File: src/usi_pkg.sv
// constants and field layout for the three-wire serial shifter
//
// Overview of operation
// - processor-accessible 8-bit shift register drives output pin
// - latch makes output change on opposite edge
// - input always sampled from data-in pin
// - readable writable 4-bit counter with overflow interrupt
// - register and counter advance together on timer match or strobe clock
// - external clock counts both edges
// - clock from pin, timer match or strobe
// - two-wire start interrupt and clock hold
// - three-wire follows SPI modes 0/1, no select
// - eight clocks exchange master and slave bytes
// - master clock pin toggles by port or strobe, not both in one cycle
// - edge select picks sample and shift edges
// - sixteen edges overflow counter and set flag
// - overflow interrupt wakes from idle
// - status write with flag bit one clears flag, loads counter
// - alternating control writes act at once
// - start detection wakes from every sleep
// - data write beats simultaneous shift
// - latch open first half external, always internal
package usi_pkg;
  localparam int          DATA_W      = 8;
  localparam int          CNT_W       = 4;
  localparam int          FIFO_DEPTH  = 16;
  localparam int          CLK_MHZ     = 25;
  localparam int          CLK_NS      = 40;
  localparam logic [3:0]  CNT_MAX     = 4'hF;
  localparam logic [3:0]  CNT_RST     = 4'h0;
  localparam logic [7:0]  DATA_RST    = 8'h00;
  localparam logic [7:0]  CTRL_RST    = 8'h00;
  // control fields
  localparam int          CTRL_TC     = 0;
  localparam int          CTRL_CLK    = 1;
  localparam int          CTRL_CS0    = 2;
  localparam int          CTRL_CS1    = 3;
  localparam int          CTRL_WM_LO  = 4;
  localparam int          CTRL_WM_HI  = 5;
  localparam int          CTRL_OIE    = 6;
  localparam int          CTRL_SIE    = 7;
  // status fields
  localparam int          STAT_CNT_LO = 0;
  localparam int          STAT_OIF    = 6;
  localparam int          STAT_SIF    = 7;
  // wire modes
  localparam logic [1:0]  WM_NONE     = 2'h0;
  localparam logic [1:0]  WM_THREE    = 2'h1;
  localparam logic [1:0]  WM_TWO      = 2'h2;
  localparam logic [1:0]  WM_TWO_HOLD = 2'h3;
  // pin sync vector positions
  localparam int          PIN_DI      = 0;
  localparam int          PIN_SCK     = 1;
  localparam int          PIN_N       = 2;
endpackage : usi_pkg

File: src/universal_serial_unit.sv
// three-wire serial shifter with counter, clock select and two-wire hold
`timescale 1ns/1ps
module universal_serial_unit
  import usi_pkg::*;
#(
  parameter int RX_DEPTH = FIFO_DEPTH
)
(
  // clock and reset
  input  wire logic              clk_i,
  input  wire logic              rst_n_i,
  // data register access
  input  wire logic              data_wr_i,
  input  wire logic [DATA_W-1:0] data_wdata_i,
  output logic      [DATA_W-1:0] data_o,
  // control register access
  input  wire logic              ctrl_wr_i,
  input  wire logic [7:0]        ctrl_wdata_i,
  output logic      [7:0]        ctrl_o,
  // status register access
  input  wire logic              status_wr_i,
  input  wire logic [7:0]        status_wdata_i,
  output logic      [7:0]        status_o,
  // clock sources
  input  wire logic              timer_match_i,
  input  wire logic              port_toggle_i,
  // serial pins
  input  wire logic              serial_data_in_pin_i,
  input  wire logic              shift_clock_pin_i,
  output logic                   data_out_o,
  output logic                   sda_o,
  output logic                   sda_oe_o,
  output logic                   shift_clock_pin_o,
  output logic                   shift_clock_pin_oe_o,
  // interrupts and wake
  output logic                   ovf_irq_o,
  output logic                   start_irq_o,
  // received byte stream
  output logic                   rx_valid_o,
  output logic      [DATA_W-1:0] rx_data_o,
  input  wire logic              rx_ready_i
);
  // pin synchronisers
  logic [PIN_N-1:0]  sync1_reg;
  logic [PIN_N-1:0]  sync2_reg;
  logic [PIN_N-1:0]  sync3_reg;
  logic [PIN_N-1:0]  pin_lvl_reg;
  logic [PIN_N-1:0]  pin_lvl_next;
  logic [PIN_N-1:0]  pin_raw;

  // core state
  logic [DATA_W-1:0] shift_reg;
  logic [DATA_W-1:0] shift_next;
  logic [CNT_W-1:0]  cnt_reg;
  logic [CNT_W-1:0]  cnt_next;
  logic [7:0]        ctrl_reg;
  logic [7:0]        ctrl_next;
  logic              oif_reg;
  logic              oif_next;
  logic              sif_reg;
  logic              sif_next;
  logic              sample_reg;
  logic              sample_next;
  logic              latch_reg;
  logic              latch_next;
  logic              sck_port_reg;
  logic              sck_port_next;
  logic              hold_reg;
  logic              hold_next;

  // derived controls
  logic [1:0]        wire_mode;
  logic              src_ext;
  logic              src_timer;
  logic              edge_sel;
  logic              two_wire;
  logic              sw_shift;
  logic              sw_toggle;
  logic              sck_rise;
  logic              sck_fall;
  logic              sda_fall;
  logic              sample_edge;
  logic              shift_edge;
  logic              shift_evt;
  logic              count_evt;
  logic              shift_ok;
  logic              ovf_evt;
  logic              start_evt;
  logic              latch_open;
  logic              fifo_in_ready;
  logic              fifo_out_valid;
  logic [DATA_W-1:0] fifo_out_data;
  logic              rx_valid_reg;
  logic [DATA_W-1:0] rx_data_reg;
  logic              rx_take;

  function automatic logic field(input logic [7:0] v, input int pos);
    field = v[pos];
  endfunction : field

  assign pin_raw[PIN_DI]  = serial_data_in_pin_i;
  assign pin_raw[PIN_SCK] = shift_clock_pin_i;

  // level counts once stages two and three agree
  genvar g;
  generate
    for (g = 0; g < PIN_N; g++)
    begin : g_pin
      always_comb
      begin
        pin_lvl_next[g] = pin_lvl_reg[g];
        if (sync2_reg[g] == sync3_reg[g])
        begin
          pin_lvl_next[g] = sync3_reg[g];
        end
      end
    end
  endgenerate

  always_ff @(posedge clk_i or negedge rst_n_i)
  begin
    if (!rst_n_i)
    begin
      sync1_reg   <= '0;
      sync2_reg   <= '0;
      sync3_reg   <= '0;
      pin_lvl_reg <= '0;
    end
    else
    begin
      sync1_reg   <= pin_raw;
      sync2_reg   <= sync1_reg;
      sync3_reg   <= sync2_reg;
      pin_lvl_reg <= pin_lvl_next;
    end
  end

  assign sck_rise = pin_lvl_next[PIN_SCK] && !pin_lvl_reg[PIN_SCK];
  assign sck_fall = !pin_lvl_next[PIN_SCK] && pin_lvl_reg[PIN_SCK];
  assign sda_fall = !pin_lvl_next[PIN_DI] && pin_lvl_reg[PIN_DI];

  assign wire_mode = ctrl_reg[CTRL_WM_HI:CTRL_WM_LO];
  assign src_ext   = field(ctrl_reg, CTRL_CS1);
  assign src_timer = field(ctrl_reg, CTRL_CS0);
  assign edge_sel  = field(ctrl_reg, CTRL_CS0);
  assign two_wire  = wire_mode[1];
  // strobes act in the cycle of the write itself
  // immediate strobe effect
  assign sw_shift  = ctrl_wr_i && field(ctrl_wdata_i, CTRL_CLK);
  assign sw_toggle = ctrl_wr_i && field(ctrl_wdata_i, CTRL_TC);

  assign sample_edge = edge_sel ? sck_fall : sck_rise;
  assign shift_edge  = edge_sel ? sck_rise : sck_fall;

  always_comb
  begin
    shift_evt = 1'b0;
    count_evt = 1'b0;
    if (src_ext)
    begin
      shift_evt = shift_edge;
      count_evt = field(ctrl_reg, CTRL_CLK) ? sw_toggle : (sck_rise || sck_fall);
    end
    else if (src_timer)
    begin
      shift_evt = timer_match_i;
      count_evt = timer_match_i;
    end
    else
    begin
      shift_evt = sw_shift;
      count_evt = sw_shift;
    end
  end

  // a full receive fifo stalls the shifter until drained
  assign shift_ok  = fifo_in_ready;
  assign ovf_evt   = count_evt && shift_ok && (cnt_reg == CNT_MAX);
  // start is data falling while clock high
  assign start_evt = two_wire && sda_fall && pin_lvl_reg[PIN_SCK];
  // latch open first half external, always internal
  assign latch_open = !src_ext || (pin_lvl_reg[PIN_SCK] == edge_sel);

  always_comb
  begin
    shift_next    = shift_reg;
    cnt_next      = cnt_reg;
    ctrl_next     = ctrl_reg;
    oif_next      = oif_reg;
    sif_next      = sif_reg;
    sample_next   = sample_reg;
    latch_next    = latch_reg;
    sck_port_next = sck_port_reg;
    hold_next     = hold_reg;
    if (ctrl_wr_i)
    begin
      ctrl_next = ctrl_wdata_i;
      ctrl_next[CTRL_TC]  = 1'b0;
      ctrl_next[CTRL_CLK] = field(ctrl_wdata_i, CTRL_CLK) &&
                            field(ctrl_wdata_i, CTRL_CS1);
    end
    if (src_ext && sample_edge)
    begin
      sample_next = pin_lvl_reg[PIN_DI];
    end
    if (data_wr_i)
    begin
      shift_next = data_wdata_i;
    end
    // shift and count on one source, but ext clock with strobe bit counts the toggle strobe
    else if (shift_evt && shift_ok)
    begin
      shift_next = {shift_reg[DATA_W-2:0],
                    src_ext ? sample_reg : pin_lvl_reg[PIN_DI]};
    end
    if (status_wr_i)
    begin
      cnt_next = status_wdata_i[STAT_CNT_LO +: CNT_W];
    end
    else if (count_evt && shift_ok)
    begin
      cnt_next = cnt_reg + 1'b1;
    end
    if (status_wr_i && field(status_wdata_i, STAT_OIF))
    begin
      oif_next = 1'b0;
    end
    if (status_wr_i && field(status_wdata_i, STAT_SIF))
    begin
      sif_next = 1'b0;
    end
    if (ovf_evt)
    begin
      oif_next = 1'b1;
    end
    if (start_evt)
    begin
      sif_next = 1'b1;
    end
    if (latch_open)
    begin
      latch_next = shift_next[DATA_W-1];
    end
    // port bit xor strobe toggles clock, so both in one cycle leave it unchanged
    if (sw_toggle ^ port_toggle_i)
    begin
      sck_port_next = !sck_port_reg;
    end
    // hold clock low after start, or after overflow in two-wire hold mode only
    if (!two_wire)
    begin
      hold_next = 1'b0;
    end
    else if (start_evt || (ovf_evt && wire_mode == WM_TWO_HOLD))
    begin
      hold_next = 1'b1;
    end
    else if (!sif_next && !oif_next)
    begin
      hold_next = 1'b0;
    end
  end

  always_ff @(posedge clk_i or negedge rst_n_i)
  begin
    if (!rst_n_i)
    begin
      shift_reg    <= DATA_RST;
      cnt_reg      <= CNT_RST;
      ctrl_reg     <= CTRL_RST;
      oif_reg      <= 1'b0;
      sif_reg      <= 1'b0;
      sample_reg   <= 1'b0;
      latch_reg    <= 1'b0;
      sck_port_reg <= 1'b0;
      hold_reg     <= 1'b0;
    end
    else
    begin
      shift_reg    <= shift_next;
      cnt_reg      <= cnt_next;
      ctrl_reg     <= ctrl_next;
      oif_reg      <= oif_next;
      sif_reg      <= sif_next;
      sample_reg   <= sample_next;
      latch_reg    <= latch_next;
      sck_port_reg <= sck_port_next;
      hold_reg     <= hold_next;
    end
  end

  byte_fifo
  #(
    .WIDTH (DATA_W),
    .DEPTH (RX_DEPTH)
  )
  u_rx_fifo
  (
    .clk_i       (clk_i),
    .rst_n_i     (rst_n_i),
    .in_valid_i  (ovf_evt),
    .in_data_i   (shift_next),
    .in_ready_o  (fifo_in_ready),
    .out_valid_o (fifo_out_valid),
    .out_data_o  (fifo_out_data),
    .out_ready_i (rx_take)
  );

  // output stage keeps the stream port registered
  assign rx_take = fifo_out_valid && (!rx_valid_reg || rx_ready_i);

  always_ff @(posedge clk_i or negedge rst_n_i)
  begin
    if (!rst_n_i)
    begin
      rx_valid_reg <= 1'b0;
      rx_data_reg  <= DATA_RST;
    end
    else
    begin
      if (rx_take)
      begin
        rx_valid_reg <= 1'b1;
        rx_data_reg  <= fifo_out_data;
      end
      else if (rx_ready_i)
      begin
        rx_valid_reg <= 1'b0;
      end
    end
  end

  // registered pin and flag outputs
  always_ff @(posedge clk_i or negedge rst_n_i)
  begin
    if (!rst_n_i)
    begin
      data_out_o           <= 1'b0;
      sda_o                <= 1'b0;
      sda_oe_o             <= 1'b0;
      shift_clock_pin_o    <= 1'b0;
      shift_clock_pin_oe_o <= 1'b0;
      ovf_irq_o            <= 1'b0;
      start_irq_o          <= 1'b0;
    end
    else
    begin
      data_out_o           <= (wire_mode == WM_THREE) && latch_next;
      sda_o                <= 1'b0;
      sda_oe_o             <= two_wire && !latch_next;
      shift_clock_pin_o    <= sck_port_next && !hold_next;
      shift_clock_pin_oe_o <= hold_next || (two_wire && !sck_port_next);
      ovf_irq_o            <= oif_next && field(ctrl_next, CTRL_OIE);
      start_irq_o          <= sif_next && field(ctrl_next, CTRL_SIE);
    end
  end

  assign data_o     = shift_reg;
  assign ctrl_o     = ctrl_reg;
  assign status_o   = {sif_reg, oif_reg, 2'b00, cnt_reg};
  assign rx_valid_o = rx_valid_reg;
  assign rx_data_o  = rx_data_reg;
endmodule : universal_serial_unit

File: src/byte_fifo.sv
// fifo holding received bytes
`timescale 1ns/1ps
module byte_fifo
#(
  parameter int WIDTH = 8,
  parameter int DEPTH = 16
)
(
  // clock and reset
  input  wire logic             clk_i,
  input  wire logic             rst_n_i,
  // fill side
  input  wire logic             in_valid_i,
  input  wire logic [WIDTH-1:0] in_data_i,
  output logic                  in_ready_o,
  // drain side
  output logic                  out_valid_o,
  output logic      [WIDTH-1:0] out_data_o,
  input  wire logic             out_ready_i
);
  localparam int AW = $clog2(DEPTH);
  localparam int CW = AW + 1;

  logic [WIDTH-1:0] mem [DEPTH];
  logic [AW-1:0]    wr_ptr_reg;
  logic [AW-1:0]    wr_ptr_next;
  logic [AW-1:0]    rd_ptr_reg;
  logic [AW-1:0]    rd_ptr_next;
  logic [CW-1:0]    count_reg;
  logic [CW-1:0]    count_next;
  logic             push;
  logic             pop;

  assign push        = in_valid_i && in_ready_o;
  assign pop         = out_valid_o && out_ready_i;
  assign in_ready_o  = (count_reg != CW'(DEPTH));
  assign out_valid_o = (count_reg != '0);
  assign out_data_o  = mem[rd_ptr_reg];

  always_comb
  begin
    wr_ptr_next = wr_ptr_reg;
    rd_ptr_next = rd_ptr_reg;
    count_next  = count_reg;
    if (push)
    begin
      wr_ptr_next = (wr_ptr_reg == AW'(DEPTH - 1)) ? '0 : wr_ptr_reg + 1'b1;
    end
    if (pop)
    begin
      rd_ptr_next = (rd_ptr_reg == AW'(DEPTH - 1)) ? '0 : rd_ptr_reg + 1'b1;
    end
    if (push && !pop)
    begin
      count_next = count_reg + 1'b1;
    end
    else if (pop && !push)
    begin
      count_next = count_reg - 1'b1;
    end
  end

  always_ff @(posedge clk_i or negedge rst_n_i)
  begin
    if (!rst_n_i)
    begin
      wr_ptr_reg <= '0;
      rd_ptr_reg <= '0;
      count_reg  <= '0;
    end
    else
    begin
      wr_ptr_reg <= wr_ptr_next;
      rd_ptr_reg <= rd_ptr_next;
      count_reg  <= count_next;
    end
  end

  always_ff @(posedge clk_i)
  begin
    if (push)
    begin
      mem[wr_ptr_reg] <= in_data_i;
    end
  end
endmodule : byte_fifo

File: config.mk
export PLATFORM = sky130hd
export DESIGN_NAME = universal_serial_unit
export DESIGN_NICKNAME = d
export VERILOG_FILES = /design/src/usi_pkg.sv /design/src/universal_serial_unit.sv /design/src/byte_fifo.sv
export SDC_FILE = /design/constraint.sdc
export NUM_CORES = 1
export LEC_CHECK = 0
export BUFFER_PORTS_ARGS = -buffer_cell sky130_fd_sc_hd__buf_2
export CAP_MARGIN = 5
export CORE_MARGIN = 2
export CORE_UTILIZATION = 61
export CTS_CLUSTER_DIAMETER = 30
export CTS_CLUSTER_SIZE = 14
export DETAILED_ROUTE_END_ITERATION = 12
export PLACE_DENSITY = 0.83
export SLEW_MARGIN = 20
export SYNTH_ARGS = -nofsm -noshare
export SYNTH_HDL_FRONTEND = slang
export SYNTH_SLANG_ARGS = --single-unit
File: constraint.sdc
create_clock -name clk_i -period 7.8 [get_ports clk_i]
set_input_delay 0 -clock clk_i [delete_from_list [all_inputs] [get_ports clk_i]]
set_output_delay 0 -clock clk_i [all_outputs]
set_load 0.05 [all_outputs]
==> results.md <==
- Fin crit period: 3.98 ns
- RSZ-0062 raised after global routing: no
- Gpl congestion: 0.773
- Max FFs per register: 128
- Synth top area share: between 40% and 50%
- First-pass GRT wire length: 28400 um
- Cell count after synthesis: ~480
- Post-route DRC: 0
- GRT met1 Usage: between 30% and 40%
- Combinational Power Share: slightly above 30%
- P&R area growth vs syn: 18.8%
- Sequential area share after synthesis: approximately 69%
- Crit. End Element: register
- Share of cells above drive strength 1: around 28%
- Slew headroom: 30.1%
- ANT nets after route: 0
- Final hold slack: 0.0159 ns
- Synth cell count leaders: 128 x edfxtp_1, 61 x dfrtp_1, 32 x mux4_2
- Chip width: about 120 um
- Switching pwr: roughly 1.1 mW
- Max Cap Viol: 0
- Clock Tree Buf Depth: 2
- FMAX: about 250 MHz
- Worst Path Class, Setup: reg -> reg
- CTS Sinks: 189
- Total negative setup slack: 0 ns
- Post-route cell area: 0.00930 mm2
- Met3 usage: 7.57%
- Clock root cell: clkbuf_16
- Most flops, register: u_rx_fifo.mem
- Gr usage total: around 29%
- CP Max Fanout: 13
- Via count: between 4000 and 5000
- IO Count: 74
- Clock Pin Slew Worst Setup and Hold Paths: 0.07 ns
- Resized Gates After CTS: 0
- Max-slew violations: 0
- Post-CTS setup repair buffer count: 0
- Placed instance area: ~0.0084 mm2
- Diodes inserted: 0
- Synthesized flop and latch total: 189
- Fraction of registers with async set/reset: around a third
- Leak: 3.54 nW
- DIE AREA: about 0.014 mm2
- Final worst setup slack: about 3.8 ns
- Count leader, synth: edfxtp_1
- Worst slew pin tran: 1.05 ns
- Reg area: 0.00537 mm2
- Setup-failing EPs final: 0
- Status: complete, no violations
- Clk_lat worst skew: 0.43 ns
- Synth Flop Type: edfxtp_1
- Antenna violations before repair: 0
- Final Cycle Share: 51.0%
- TritonCTS Buffers: 17
- Drt pass-1 iters: 5
- Routed wire length: 18600 um
- Fillers: approximately 700
- YS warnings: 0
- Part of the power in registers: 42.4%
- Port bufs: 67
- Total gr overflow: 0
- Critical Path RT: roughly 8.1 ns
- Cell taking the most area after synthesis: edfxtp_1
- Clock power frac: between 20 and 30%
- Synth cell types: slightly below 50
- Die height: 117 um
- Hold crit path type: in -> reg
- Fin. Hold Viols: 0
- Multi-input logic area: 0.00227 mm2
- Final Skew: between 0.01 and 0.015 ns
- # rows: between 40 and 50
- Sw Ratio: between 30% and 40%
- Avg Vias per Cell: slightly above 6
- H-tree depth: 4
- Syn Area/Cell: roughly 16 um2
- Pwr/cell area: 339 mW/mm2
- Crit path DAT: between 4 and 5 ns
- Core Region: ~0.013 mm2
- DR iter-0 viols: between 500 and 600
- Largest net degree at the start of global routing: 62
- Global Route met2 Usage: a little under half
- Worst VDD drop: roughly 0.18 mV
- Vias in the first global route: between 5000 and 6000
- Post-synth EDFFs: between 100 and 150
- Post-Syn Area: ~0.008 mm2
- Synth area leaders: edfxtp_1 49%, dfrtp_1 20%, mux4_2 9.2%, mux2_2 2.6%, ha_1 1.9%
- Routed length per placed instance: approximately 24 um
- Final net count: about 630
- CTS tree: done
- Dpl ws: roughly 4.1 ns
- Starting density of the core: just over 60%
- Gr busiest metal: met2
- Setup crit start kind: register
- Internal: roughly 2.1 mW
- Dpl hpwl: ~10000 um
-- final timing paths --
kind / start / to / slack (ns) / depth (start not counted)
worst max-delay path: pin_lvl_reg[1] / u_rx_fifo.count_reg[4] / 3.82 / 15
worst min-delay path: status_wdata_i[6] / oif_reg / 0.02 / 3
worst max register to register: pin_lvl_reg[1] / u_rx_fifo.count_reg[4] / 3.82 / 15
worst min register to register: sync1_reg[1] / sync2_reg[1] / 0.36 / 0
max in group asynchronous: rst_n_i / u_rx_fifo.rd_ptr_reg[1] / 6.92 / 3
min in group asynchronous: rst_n_i / ctrl_o[7] / 0.29 / 3
-- metrics by stage --
| step | util [%] | instances | total power, mW |
|---|---|---|---|
| detailed placement | 66.5 | 705 | 2.24 |
| finish | 74.0 | 772 | 3.15 |
| global placement | 66.5 | 705 | 2.20 |
| floorplan | - | 480 | 2.01 |
| global route | 74.0 | 772 | 3.27 |
| CTS | 74.0 | 772 | 3.14 |
-- timing repair --
item	in CTS	in global routing
hold buffers	35	0
setup endpoints to repair	0	0
hold endpoints to repair	81	0
-- worst max-delay path: stages, from the launching register on --
cell	delay [ns]
dfrtp_1	0.49
inv_1	0.12
nand2_1	0.10
o21a_1	0.18
ha_1	0.24
o21a_1	0.18
o21ai_0	0.27
and3_1	0.65
ha_1	0.31
inv_1	0.12
fa_1	0.49
a21o_1	0.19
a21oi_1	0.19
xnor2_1	0.15
nor2_1	0.07
xnor2_1	0.12
-- power groups by stage --
| stage | logic, mW | clock network [mW] | registers [mW] |
|---|---|---|---|
| 2_1_floorplan | 0.594 | 0 | 1.41 |
| 3_3_place_gp | 0.859 | 0 | 1.34 |
| 3_5_place_dp | 0.897 | 0 | 1.34 |
| 4_1_cts | 0.940 | 0.870 | 1.33 |
| 5_1_grt | 1.01 | 0.907 | 1.35 |
| 6_report | 0.950 | 0.865 | 1.34 |
-- area by class of cell --
| class | instances | area share, % |
|---|---|---|
| Multi-Input combinational cell | 247 | 24.4 |
| Timing Repair Buffer | 116 | 8.51 |
| Clock buffer | 19 | 4.99 |
| Inverter | 16 | 0.646 |
| Tap cell | 172 | 2.31 |
| Sequential cell | 189 | 57.8 |
| Clock inverter | 13 | 1.35 |
-- per-layer routing --
| metal | part of all wire, % | vias to the layer above | routed length [um] |
|---|---|---|---|
| met5 | 0 | - | 0 |
| met4 | 4.1 | 0 | 766 |
| met3 | 7.4 | 67 | 1390 |
| met2 | 50 | 283 | 9240 |
| met1 | 39 | 2412 | 7240 |
| li1 | - | 2030 | - |
-- cell usage in the layout, fill, tap and decap left out, types with 2 or more instances in the layout --
master	count
buf_4	14
dfrtp_1	59
inv_6	5
clkinvlp_4	4
nor2_1	7
xnor2_1	8
clkinv_2	2
a211oi_1	8
dlygate4sd3_1	35
mux2_2	18
xor2_1	5
o22ai_1	8
nand2b_1	2
inv_1	16
clkbuf_16	18
o21ai_0	19
and3_1	8
edfxtp_1	128
a31oi_1	3
ha_1	12
mux2i_1	10
nor3_1	4
nand2_1	30
dfrtp_2	2
conb_1	4
mux4_2	32
a21o_1	4
and2_1	8
nor2b_1	10
o21a_1	3
o21ai_1	3
nand3_1	7
buf_2	67
a21oi_1	13
-- cell families (layout without fill, tap and decap cells) --
logic type,count (synthesis),after routing,synth area share (%)
adders and majority gates,14,14,2.30
and+or+nand+nor,85,85,5.76
muxes,61,61,13.3
DFF,189,189,68.6
buffers and inverters,44,164,2.54
xor gates and xnor gates,13,13,1.45
other,1,4,0.0479
AOI/OAI and AO/OA,70,70,6.03
No activity file was read; power rests on OpenSTA's default activity.
